`config.mk`:
```
export PLATFORM = sky130hd
export DESIGN_NAME = asp_port
export DESIGN_NICKNAME = d
export VERILOG_FILES = /design/src/core/asp_pkg.sv /design/src/core/asp_buf.sv /design/src/core/asp_port.sv
export VERILOG_INCLUDE_DIRS = /design/src /design/src/core
export SDC_FILE = /design/constraint.sdc
export NUM_CORES = 1
export LEC_CHECK = 0
export BUFFER_PORTS_ARGS = -buffer_cell sky130_fd_sc_hd__buf_2
export CAP_MARGIN = 20
export CORE_UTILIZATION = 25
export CTS_CLUSTER_SIZE = 24
export DETAILED_ROUTE_END_ITERATION = 8
export GPL_TIMING_DRIVEN = 0
export PLACE_DENSITY = 0.48
export SYNTH_ARGS = -nofsm -noshare
export SYNTH_HDL_FRONTEND = slang
export SYNTH_SLANG_ARGS = --single-unit
```
`constraint.sdc`:
```
create_clock -name sys_clk -period 2.9 [get_ports sys_clk]
set_clock_uncertainty 0.05 [all_clocks]
set_input_delay 0.145 -clock sys_clk [delete_from_list [all_inputs] [get_ports sys_clk]]
set_output_delay 0.145 -clock sys_clk [all_outputs]
set_load 0.05 [all_outputs]
```
`src/core/asp_map.svh`:
```
// Behaviour
// RULE1: in slave framed modes the output word and input word share one frame.
// RULE2: an all-zero input word changes no register.
// RULE3: two-wire mode only after a control write sets the wire-count bit.
// RULE4: in two-wire mode a frame is either a read or a write.
// RULE5: host should start conversions by pin in self-clocking modes.
// RULE6: self-clocking frames move both words and only during a conversion.
// RULE7: with data input low, a start pulse converts and the result shifts out.
// RULE8: host must not ground the data input in two-wire mode.
// RULE9: with shared clocks in two-wire or SPI mode, frame sync low exactly 16 clocks.
// RULE10: edge-framed mode tolerates frame sync low longer than 16 clocks.
// RULE11: self-clocking serial clock must not feed the master clock input.
// RULE12: two-wire host holds frame sync low and uses clock and one data line.
// RULE13: byte host writes control in two bytes, waits, reads two bytes.
// RULE14: SPI host without frame sync is clock master, sync grounded, polarity one.
// RULE15: the device raises a conversion-done indication when a conversion ends.
// RULE16: a full-duplex frame accepts a new start while shifting the old result.
// RULE17: queued SPI host ties select b high and drives frame sync from slave select.
// RULE18: DSP slave uses external clock and sync, 16-bit words, one sync per word.
// RULE19: DSP master in edge mode makes clock and sync, sync at word start.
// RULE20: a serial clock shared with the master clock runs continuously.
// RULE21: edge mode starts on frame sync fall and counts 16 clocks internally.
// RULE22: continuous mode outputs master clock; gated mode only while frame active.
// RULE23: mode comes from the two select straps and the wire-count bit.
`ifndef ASP_MAP_SVH
`define ASP_MAP_SVH
`define ASP_WORD_BITS 16
`define ASP_BUF_DEPTH 2
`define ASP_RESULT_RST 16'h0000
// idle pin levels: frame sync and start pin high, everything else low
`define ASP_PIN_IDLE 8'h48
`define ASP_SEL_SPI 2'h0
`define ASP_SEL_EDGE 2'h1
`define ASP_SEL_GATED 2'h2
`define ASP_SEL_CONT 2'h3
`endif

```
`src/core/asp_pkg.sv`:
```
package asp_pkg;
    // interface modes
    typedef enum logic [2:0] {
        ASP_MODE_TWO_WIRE,
        ASP_MODE_SPI,
        ASP_MODE_EDGE,
        ASP_MODE_GATED,
        ASP_MODE_CONT
    } asp_mode_type;

    // every pin level that arrives from outside the clock domain
    typedef struct packed {
        logic serialClock;
        logic frameSyncN;
        logic dataIn;
        logic dataIo;
        logic conversionStartN;
        logic masterClockIn;
        logic interfaceSelectA;
        logic interfaceSelectB;
    } asp_pins_type;
endpackage

```
`src/core/asp_buf.sv`:
```
`timescale 1ns/1ps
module asp_buf #(
    parameter int WIDTH = 16,
    parameter int DEPTH = 2
) (
    // clock and reset
    input  wire logic             sys_clk,
    input  wire logic             rst_n,
    // filling side
    input  wire logic             inValid,
    input  wire logic [WIDTH-1:0] inData,
    output logic                  inReady,
    // draining side
    output logic                  outValid,
    output logic [WIDTH-1:0]      outData,
    input  wire logic             outReady
);
    logic [WIDTH-1:0] data_q [DEPTH];
    wire  [WIDTH-1:0] dataD  [DEPTH];
    logic [DEPTH-1:0] vld_q;
    wire  [DEPTH-1:0] vldD;
    wire  [DEPTH-1:0] shV;
    wire  [DEPTH:0]   vldX = {1'b0, vld_q};
    wire  [DEPTH:0]   room = {shV, 1'b1};
    wire              pop  = vld_q[0] & outReady;
    wire              push = inValid & ~vld_q[DEPTH-1];

    if (DEPTH < 2) begin : g_bad
        $error("asp_buf needs at least two entries");
    end

    // head is always entry 0, so the outputs come straight from flops
    assign outValid = vld_q[0];
    assign outData  = data_q[0];
    assign inReady  = ~vld_q[DEPTH-1];

    // per entry: shift down on a pop, load the first slot left empty after it
    for (genvar i = 0; i < DEPTH; i++) begin : g_ent
        wire load = push & ~shV[i] & room[i];
        assign shV[i]  = pop ? vldX[i+1] : vld_q[i];
        assign vldD[i] = shV[i] | load;
        if (i == DEPTH - 1) begin : g_tail
            assign dataD[i] = load ? inData : data_q[i];
        end else begin : g_body
            assign dataD[i] = load ? inData : (pop ? data_q[i+1] : data_q[i]);
        end
    end

    // one process owns all valid bits
    always_ff @(posedge sys_clk) begin
        if (!rst_n) begin
            vld_q <= '0;
        end else begin
            vld_q <= vldD;
        end
    end

    // data needs no reset; valid guards it
    always_ff @(posedge sys_clk) begin
        data_q <= dataD;
    end
endmodule

```
`src/core/asp_port.sv`:
```
`timescale 1ns/1ps
`include "asp_map.svh"
module asp_port #(
    parameter int WORD_W    = `ASP_WORD_BITS,
    parameter int BUF_DEPTH = `ASP_BUF_DEPTH
) (
    // clock and reset
    input  wire logic                  sys_clk,
    input  wire logic                  rst_n,
    // device pins, asynchronous to sys_clk
    input  wire asp_pkg::asp_pins_type linePins,
    // pin drivers
    output logic                       dataOut,
    output logic                       dataOutOe,
    output logic                       dataIoOut,
    output logic                       dataIoOe,
    output logic                       serialClockOut,
    output logic                       serialClockOe,
    output logic                       frameSyncOutN,
    output logic                       frameSyncOe,
    output logic                       busy,
    // control and status bits
    input  wire logic                  twoWireEn,
    input  wire logic                  swConvStart,
    output asp_pkg::asp_mode_type      mode,
    // conversion engine
    output logic                       convStart,
    input  wire logic                  convDoneIn,
    input  wire logic [WORD_W-1:0]     convResult,
    output logic                       convDone,
    // received words towards the registers
    output logic                       wrValid,
    output logic [WORD_W-1:0]          wrWord,
    input  wire logic                  wrReady
);
    import asp_pkg::*;

    localparam int             CW       = $clog2(WORD_W + 1);
    localparam logic [CW-1:0]  LAST_BIT = CW'(WORD_W - 1);

    if (WORD_W < 2 || WORD_W > 32) begin : g_bad
        $error("asp_port word width out of range");
    end

    asp_pins_type      syncA_q, syncB_q, prev_q;
    asp_mode_type      mode_q, modeD;
    logic              frameActive_q, readDir_q, pending_q, pend_q, busy_q;
    logic [CW-1:0]     bitCnt_q;
    logic [WORD_W-1:0] tx_q, rx_q, result_q;
    logic              dataBit_q, dataOutOe_q, dataIoOe_q;
    logic              sclkOut_q, sclkOe_q, fsyncN_q, fsyncOe_q;
    logic              convStart_q, convDone_q;
    logic              bufInReady;

    // two flops on every pin before any logic looks at it; reset to idle
    // levels so no false sync fall or start edge follows reset
    always_ff @(posedge sys_clk) begin
        if (!rst_n) begin
            syncA_q <= `ASP_PIN_IDLE;
            syncB_q <= `ASP_PIN_IDLE;
            prev_q  <= `ASP_PIN_IDLE;
        end else begin
            syncA_q <= linePins;
            syncB_q <= syncA_q;
            prev_q  <= syncB_q;
        end
    end

    // edges seen on the synchronised pins
    wire sclkRise  = syncB_q.serialClock & ~prev_q.serialClock;
    wire sclkFall  = ~syncB_q.serialClock & prev_q.serialClock;
    wire mclkRise  = syncB_q.masterClockIn & ~prev_q.masterClockIn;
    wire mclkFall  = ~syncB_q.masterClockIn & prev_q.masterClockIn;
    wire fsyncFall = ~syncB_q.frameSyncN & prev_q.frameSyncN;
    wire cstFall   = ~syncB_q.conversionStartN & prev_q.conversionStartN;
    wire cstRise   = syncB_q.conversionStartN & ~prev_q.conversionStartN;

    // mode decode: the wire-count bit overrides the straps
    wire [1:0] sel = {syncB_q.interfaceSelectA, syncB_q.interfaceSelectB};
    assign modeD = twoWireEn ? ASP_MODE_TWO_WIRE :                     // see RULE3
                   (sel == `ASP_SEL_SPI)   ? ASP_MODE_SPI :
                   (sel == `ASP_SEL_EDGE)  ? ASP_MODE_EDGE :
                   (sel == `ASP_SEL_GATED) ? ASP_MODE_GATED : ASP_MODE_CONT; // see RULE23

    wire master   = (mode_q == ASP_MODE_GATED) | (mode_q == ASP_MODE_CONT);
    wire twoWire  = (mode_q == ASP_MODE_TWO_WIRE);
    wire edgeMode = (mode_q == ASP_MODE_EDGE);

    // bit timing comes from the pin clock as slave, the master clock as master
    wire bitRise = master ? mclkRise : sclkRise;
    wire bitFall = master ? mclkFall : sclkFall;
    wire rxBit   = twoWire ? syncB_q.dataIo : syncB_q.dataIn;

    // edge mode frames on the sync fall only; other slave modes run while sync is low
    wire slaveStart  = ~master & (edgeMode ? fsyncFall :
                       (~frameActive_q & ~syncB_q.frameSyncN));      // see RULE21
    wire slaveAbort  = ~master & ~edgeMode & syncB_q.frameSyncN;       // see RULE10
    wire masterStart = master & pend_q & mclkFall & busy_q & ~frameActive_q; // see RULE6
    wire frameStart  = slaveStart | masterStart;
    wire wordDone    = frameActive_q & bitRise & (bitCnt_q == LAST_BIT);
    wire [WORD_W-1:0] rxWord = {rx_q[WORD_W-2:0], rxBit};
    wire readFrame   = twoWire & readDir_q;
    // zero words are dropped; a full buffer refuses the word
    wire push = wordDone & ~readFrame & (|rxWord) & bufInReady;         // see RULE2
    wire startReq = (cstFall | swConvStart) & ~busy_q;                  // see RULE7

    // mode only changes between frames, so a frame never switches half way
    always_ff @(posedge sys_clk) begin
        if (!rst_n) begin
            mode_q <= ASP_MODE_SPI;
        end else if (!frameActive_q) begin
            mode_q <= modeD;
        end
    end

    // frame sequencer and shift registers
    always_ff @(posedge sys_clk) begin
        if (!rst_n) begin
            frameActive_q <= 1'b0;
            readDir_q     <= 1'b0;
            bitCnt_q      <= '0;
            tx_q          <= '0;
            rx_q          <= '0;
        end else if (frameStart) begin
            frameActive_q <= 1'b1;
            readDir_q     <= pending_q;                                 // see RULE4
            bitCnt_q      <= '0;
            tx_q          <= result_q;                                  // see RULE16
        end else if (wordDone | slaveAbort) begin
            frameActive_q <= 1'b0;
            bitCnt_q      <= '0;
        end else if (frameActive_q) begin
            if (bitRise) begin
                bitCnt_q <= bitCnt_q + 1'b1;
                rx_q     <= rxWord;                                     // see RULE1
            end
            if (bitFall && bitCnt_q != '0) begin
                tx_q <= {tx_q[WORD_W-2:0], 1'b0};
            end
        end
    end

    // conversion state; a result arriving as the old one is read still counts
    always_ff @(posedge sys_clk) begin
        if (!rst_n) begin
            busy_q      <= 1'b0;
            pending_q   <= 1'b0;
            pend_q      <= 1'b0;
            result_q    <= `ASP_RESULT_RST;
            convStart_q <= 1'b0;
            convDone_q  <= 1'b0;
        end else begin
            convStart_q <= startReq;
            convDone_q  <= convDoneIn;                                  // see RULE15
            if (convDoneIn) begin
                busy_q   <= 1'b0;
                result_q <= convResult;
            end else if (startReq) begin
                busy_q <= 1'b1;
            end
            if (convDoneIn) begin
                pending_q <= 1'b1;
            end else if (wordDone && (!twoWire || readDir_q)) begin
                pending_q <= 1'b0;
            end
            // master frames are armed by the start pin rising or a software start
            // a new arm landing with a frame start wins over the clear
            if (cstRise | swConvStart) begin
                pend_q <= master;
            end else if (masterStart) begin
                pend_q <= 1'b0;
            end
        end
    end

    // pin drivers, all registered so the pads never see decode glitches
    always_ff @(posedge sys_clk) begin
        if (!rst_n) begin
            dataBit_q   <= 1'b0;
            dataOutOe_q <= 1'b0;
            dataIoOe_q  <= 1'b0;
            sclkOut_q   <= 1'b0;
            sclkOe_q    <= 1'b0;
            fsyncN_q    <= 1'b1;
            fsyncOe_q   <= 1'b0;
        end else begin
            dataBit_q   <= tx_q[WORD_W-1];
            dataOutOe_q <= frameActive_q & ~twoWire;
            dataIoOe_q  <= frameActive_q & readFrame;                   // see RULE4
            sclkOut_q   <= master & syncB_q.masterClockIn &
                           ((mode_q == ASP_MODE_CONT) | frameActive_q); // see RULE22
            sclkOe_q    <= master;
            fsyncN_q    <= ~(master & frameActive_q);
            fsyncOe_q   <= master;
        end
    end

    asp_buf #(
        .WIDTH (WORD_W),
        .DEPTH (BUF_DEPTH)
    ) u_buf (
        .sys_clk  (sys_clk),
        .rst_n    (rst_n),
        .inValid  (push),
        .inData   (rxWord),
        .inReady  (bufInReady),
        .outValid (wrValid),
        .outData  (wrWord),
        .outReady (wrReady)
    );

    assign dataOut        = dataBit_q;
    assign dataIoOut      = dataBit_q;
    assign dataOutOe      = dataOutOe_q;
    assign dataIoOe       = dataIoOe_q;
    assign serialClockOut = sclkOut_q;
    assign serialClockOe  = sclkOe_q;
    assign frameSyncOutN  = fsyncN_q;
    assign frameSyncOe    = fsyncOe_q;
    assign busy           = busy_q;
    assign mode           = mode_q;
    assign convStart      = convStart_q;
    assign convDone       = convDone_q;
endmodule

```
==> summary.md <==
| Metric | Value |
|---|---|
| Max-cap viol count | 0 |
| Diodes inserted | 0 |
| Instance area at placement | 5520 sq um |
| Maximum clock path buffer count | 2 |
| Final setup vio count | 0 |
| Mapped Cells | 421 |
| LEAKAGE | 0.00258 uW |
| Most frequently used cell type in the post-synthesis netlist | dfxtp_1 |
| Category of the critical setup timing path | reg2reg |
| Share of the clock period used by the worst path after layout | 0.916 |
| Via count of the first global-routing pass | 3260 |
| Class of the most critical hold timing path | in2reg |
| HPWL reported at the end of detailed placement | roughly 6.9 mm |
| Remaining antenna violation count after routing | 0 |
| Critical path required time | approximately 2.9 ns |
| Highest achievable clock rate | 377 MHz |
| Signal arrival time at the worst endpoint | ~2.6 ns |
| Total global-route track usage | 0.105 |
| Number of failing hold endpoints at the final stage | 0 |
| Wire per inst | between 10 and 15 um |
| Row cnt | 50 |
| Routed wire length | around 9.9 mm |
| Largest net degree at the start of global routing | 17 |
| Outcome | finished, final reports clean |
| Power per cell area | ~640 nW/um^2 |
| Setup WS pre-CTS | -0.0108 ns |
| Synth Cell Area | a little under 5000 sq um |
| Count of flip-flops with a built-in enable after synthesis | 32 |
| VDD IR-drop max | ~380 uV |
| Clock tree from TritonCTS | built |
| Startpoint kind of the worst setup timing path | flop |
| Average cell area after synthesis | between 10 and 15 sq um |
| Top cell type's share of synthesized area | 0.369 |
| Setup repair after global routing missed its margin | no |
| Grt ovf | 0 |
| Via total after detailed routing | ~3300 |
| Violation count after the first detailed-route iteration | 172 |
| Number of antenna violations at the first check in global routing | 0 |
| Yosys top cell by area | dfxtp_1 |
| Max Transition Viols Final | 0 |
| Overall power after layout | 4090 uW |
| Final critical delay including setup and external delays | about 2.7 ns |
| Count of yosys warnings during synthesis | 0 |
| Crit Path Max Fanout | 16 |
| Relative slew slack | 0.461 |
| Slowest cell on crit path | o21ai_4 |
| Count of cell types in the netlist | 51 |
| Register area share after synthesis | 0.565 |
| Slowest Stage Delay on Critical Path | between 0.5 and 0.6 ns |
| Area of the die | just over 20000 sq um |
| Ys async rst share | 0 |
| Dominant synthesized flop cell | dfxtp_1 |
| # clock sinks | 122 |
| RD Place Congestion | 0.781 |
| Via-per-instance ratio | 4.14 |
| Clock Tree Root | clkbuf_16 |
| Sum of buffers and inverters on the critical path | 0 |
| Initial core utilization | 0.258 |
| H-Tree Depth | 4 |
| Chip Width | ~140 um |
| Buffers added on ports | between 50 and 60 |
| Worst path setup slack after routing | ~0.24 ns |
| Flops & latches, synth | 122 |
| Number of primary I/O pins | 61 |
| Count of nets after finishing | 560 |
| CP top delay family | simple AND/OR/NAND/NOR gates |
| Cell types occupying the most area after synthesis | dfxtp_1 37%, edfxtp_1 20%, mux2i_1 9.8% |
| Design Area, Final | about 6400 sq um |
| Synthesis-to-layout area growth | 31.3% |
| Die span in y | about 140 um |
| Drt pass-1 iters | 4 |
| Clock-pin slew of the registers on the worst-case setup and hold paths | about 0.05 ns |
| Critical path endpoint category | flop |
| Placeable core area | roughly 19000 sq um |
| Net Count, Synth | 455 |
| First-pass GRT wire length | between 15 and 20 mm |
| Post-layout util | 0.338 |
| Drc violations | 0 |
| Layout cell share with drive strength beyond 1 | 0.262 |
| TritonCTS buffer count | 17 |
| Post-synth top cells | 90 x dfxtp_1, 48 x mux2i_1, 32 x edfxtp_1 |
| Cell Chain, Critical Path | or3b_4, a21oi_2, o21ai_2, or3_1, o21ai_4 |
| Total of fill cells in the finished design | around 1900 |
| Tightest Pin Transition | between 0.8 and 0.9 ns |
| Clock latency of the later-clocked register in the worst-skew pair | 0.41 ns |
[worst reg2reg max path: cells and delay by family, from the launching register on]
family	cells	cell delay (ns)
AOI/OAI and AO/OA	3	0.86
and+or+nand+nor	2	0.97
DFF	1	0.40
[cells in the final DEF (no fill, tap or decap), types with 2 or more instances in the layout]
master / count
o21a_1: 2
ha_1: 4
clkbuf_1: 21
nor4_1: 3
dfxtp_1: 89
dlygate4sd3_1: 26
clkbuf_16: 20
nand2_1: 30
o21ai_0: 21
clkbuf_8: 2
mux2_4: 10
buf_4: 21
nor3b_1: 4
a21oi_1: 26
buf_2: 60
mux2_2: 7
and3_1: 2
nand2b_1: 8
inv_1: 10
nand3_1: 3
edfxtp_1: 32
or3_1: 3
or4b_2: 2
nor3_1: 4
and2_1: 18
nor2_1: 4
nor2b_1: 21
mux2i_1: 48
nand4_1: 2
buf_6: 2
a21boi_0: 3
[kinds of logic after synthesis]
logic type / share of synthesized area
compound gates: 0.0840
mux: 0.145
buf+inv: 0.0573
simple gates: 0.138
flops: 0.565
fa+ha+maj: 0.0102
[layout make-up]
type	instances	area (sq um)	share of cell area
clock buffer	28	551	0.0858
tap	260	325	0.0507
multi-input combinational	249	1870	0.291
timing repair buffer	86	578	0.0901
clock inverter	4	51.3	0.00800
buffer	40	243	0.0378
inverter	10	37.5	0.00585
sequential	122	2760	0.431
[state kept, by name, summed over array words and instances, names as in the netlist, 2 cells and up]
name / count
rx_q: 15
mode: 3
u_buf.vld_q: 2
result_q: 16
u_buf.data_q: 16
syncB_q: 6
bitCnt_q: 5
sel: 2
tx_q: 16
syncA_q: 8
prev_q: 4
u_buf.outData: 16
[metal layers]
metal | GRT usage | share of wire
met1 | 0.126 | 0.47
met2 | 0.170 | 0.48
met3 | 0.0395 | 0.039
met4 | 0.0424 | 0.011
met5 | 0 | 0
[report_power, final]
group,leakage (uW),internal (uW),switching [uW],total [uW]
sequential,0.00105,1780,20.0,1800
clock,0.000290,1380,717,2100
combinational,0.00125,91.9,102,194
total,0.00258,3250,839,4090
[through the flow]
step / std cells / TNS, ns / hold slack [ns]
detailed placement: 739 / -0.160 / 0.280
global placement: 739 / 0 / 0.275
finish: 799 / 0 / 0.0393
global route: 799 / 0 / 0.0471
CTS: 798 / 0 / 0.0277
floorplan: 421 / 0 / 0.196
[path summary, 6_finish.rpt]
check	from	end	slack (ns)	depth (start not counted)
worst max-delay path	mode[1]	u_buf.outData[2]	0.24	5
worst min-delay path	rst_n	syncA_q[6]	0.04	2
worst max register to register	mode[1]	u_buf.outData[2]	0.24	5
worst min register to register	syncA_q[6]	syncB_q[6]	0.36	1
[repair_timing]
action,4_1_cts,5_1_grt
hold buffers,26,0
pin swaps,1,1
gates resized for setup,0,1
buffers inserted,1,1
endpoints found under the setup margin,16,26
hold endpoints to repair,26,0
Note: power is estimated with default switching activity, not from simulation.
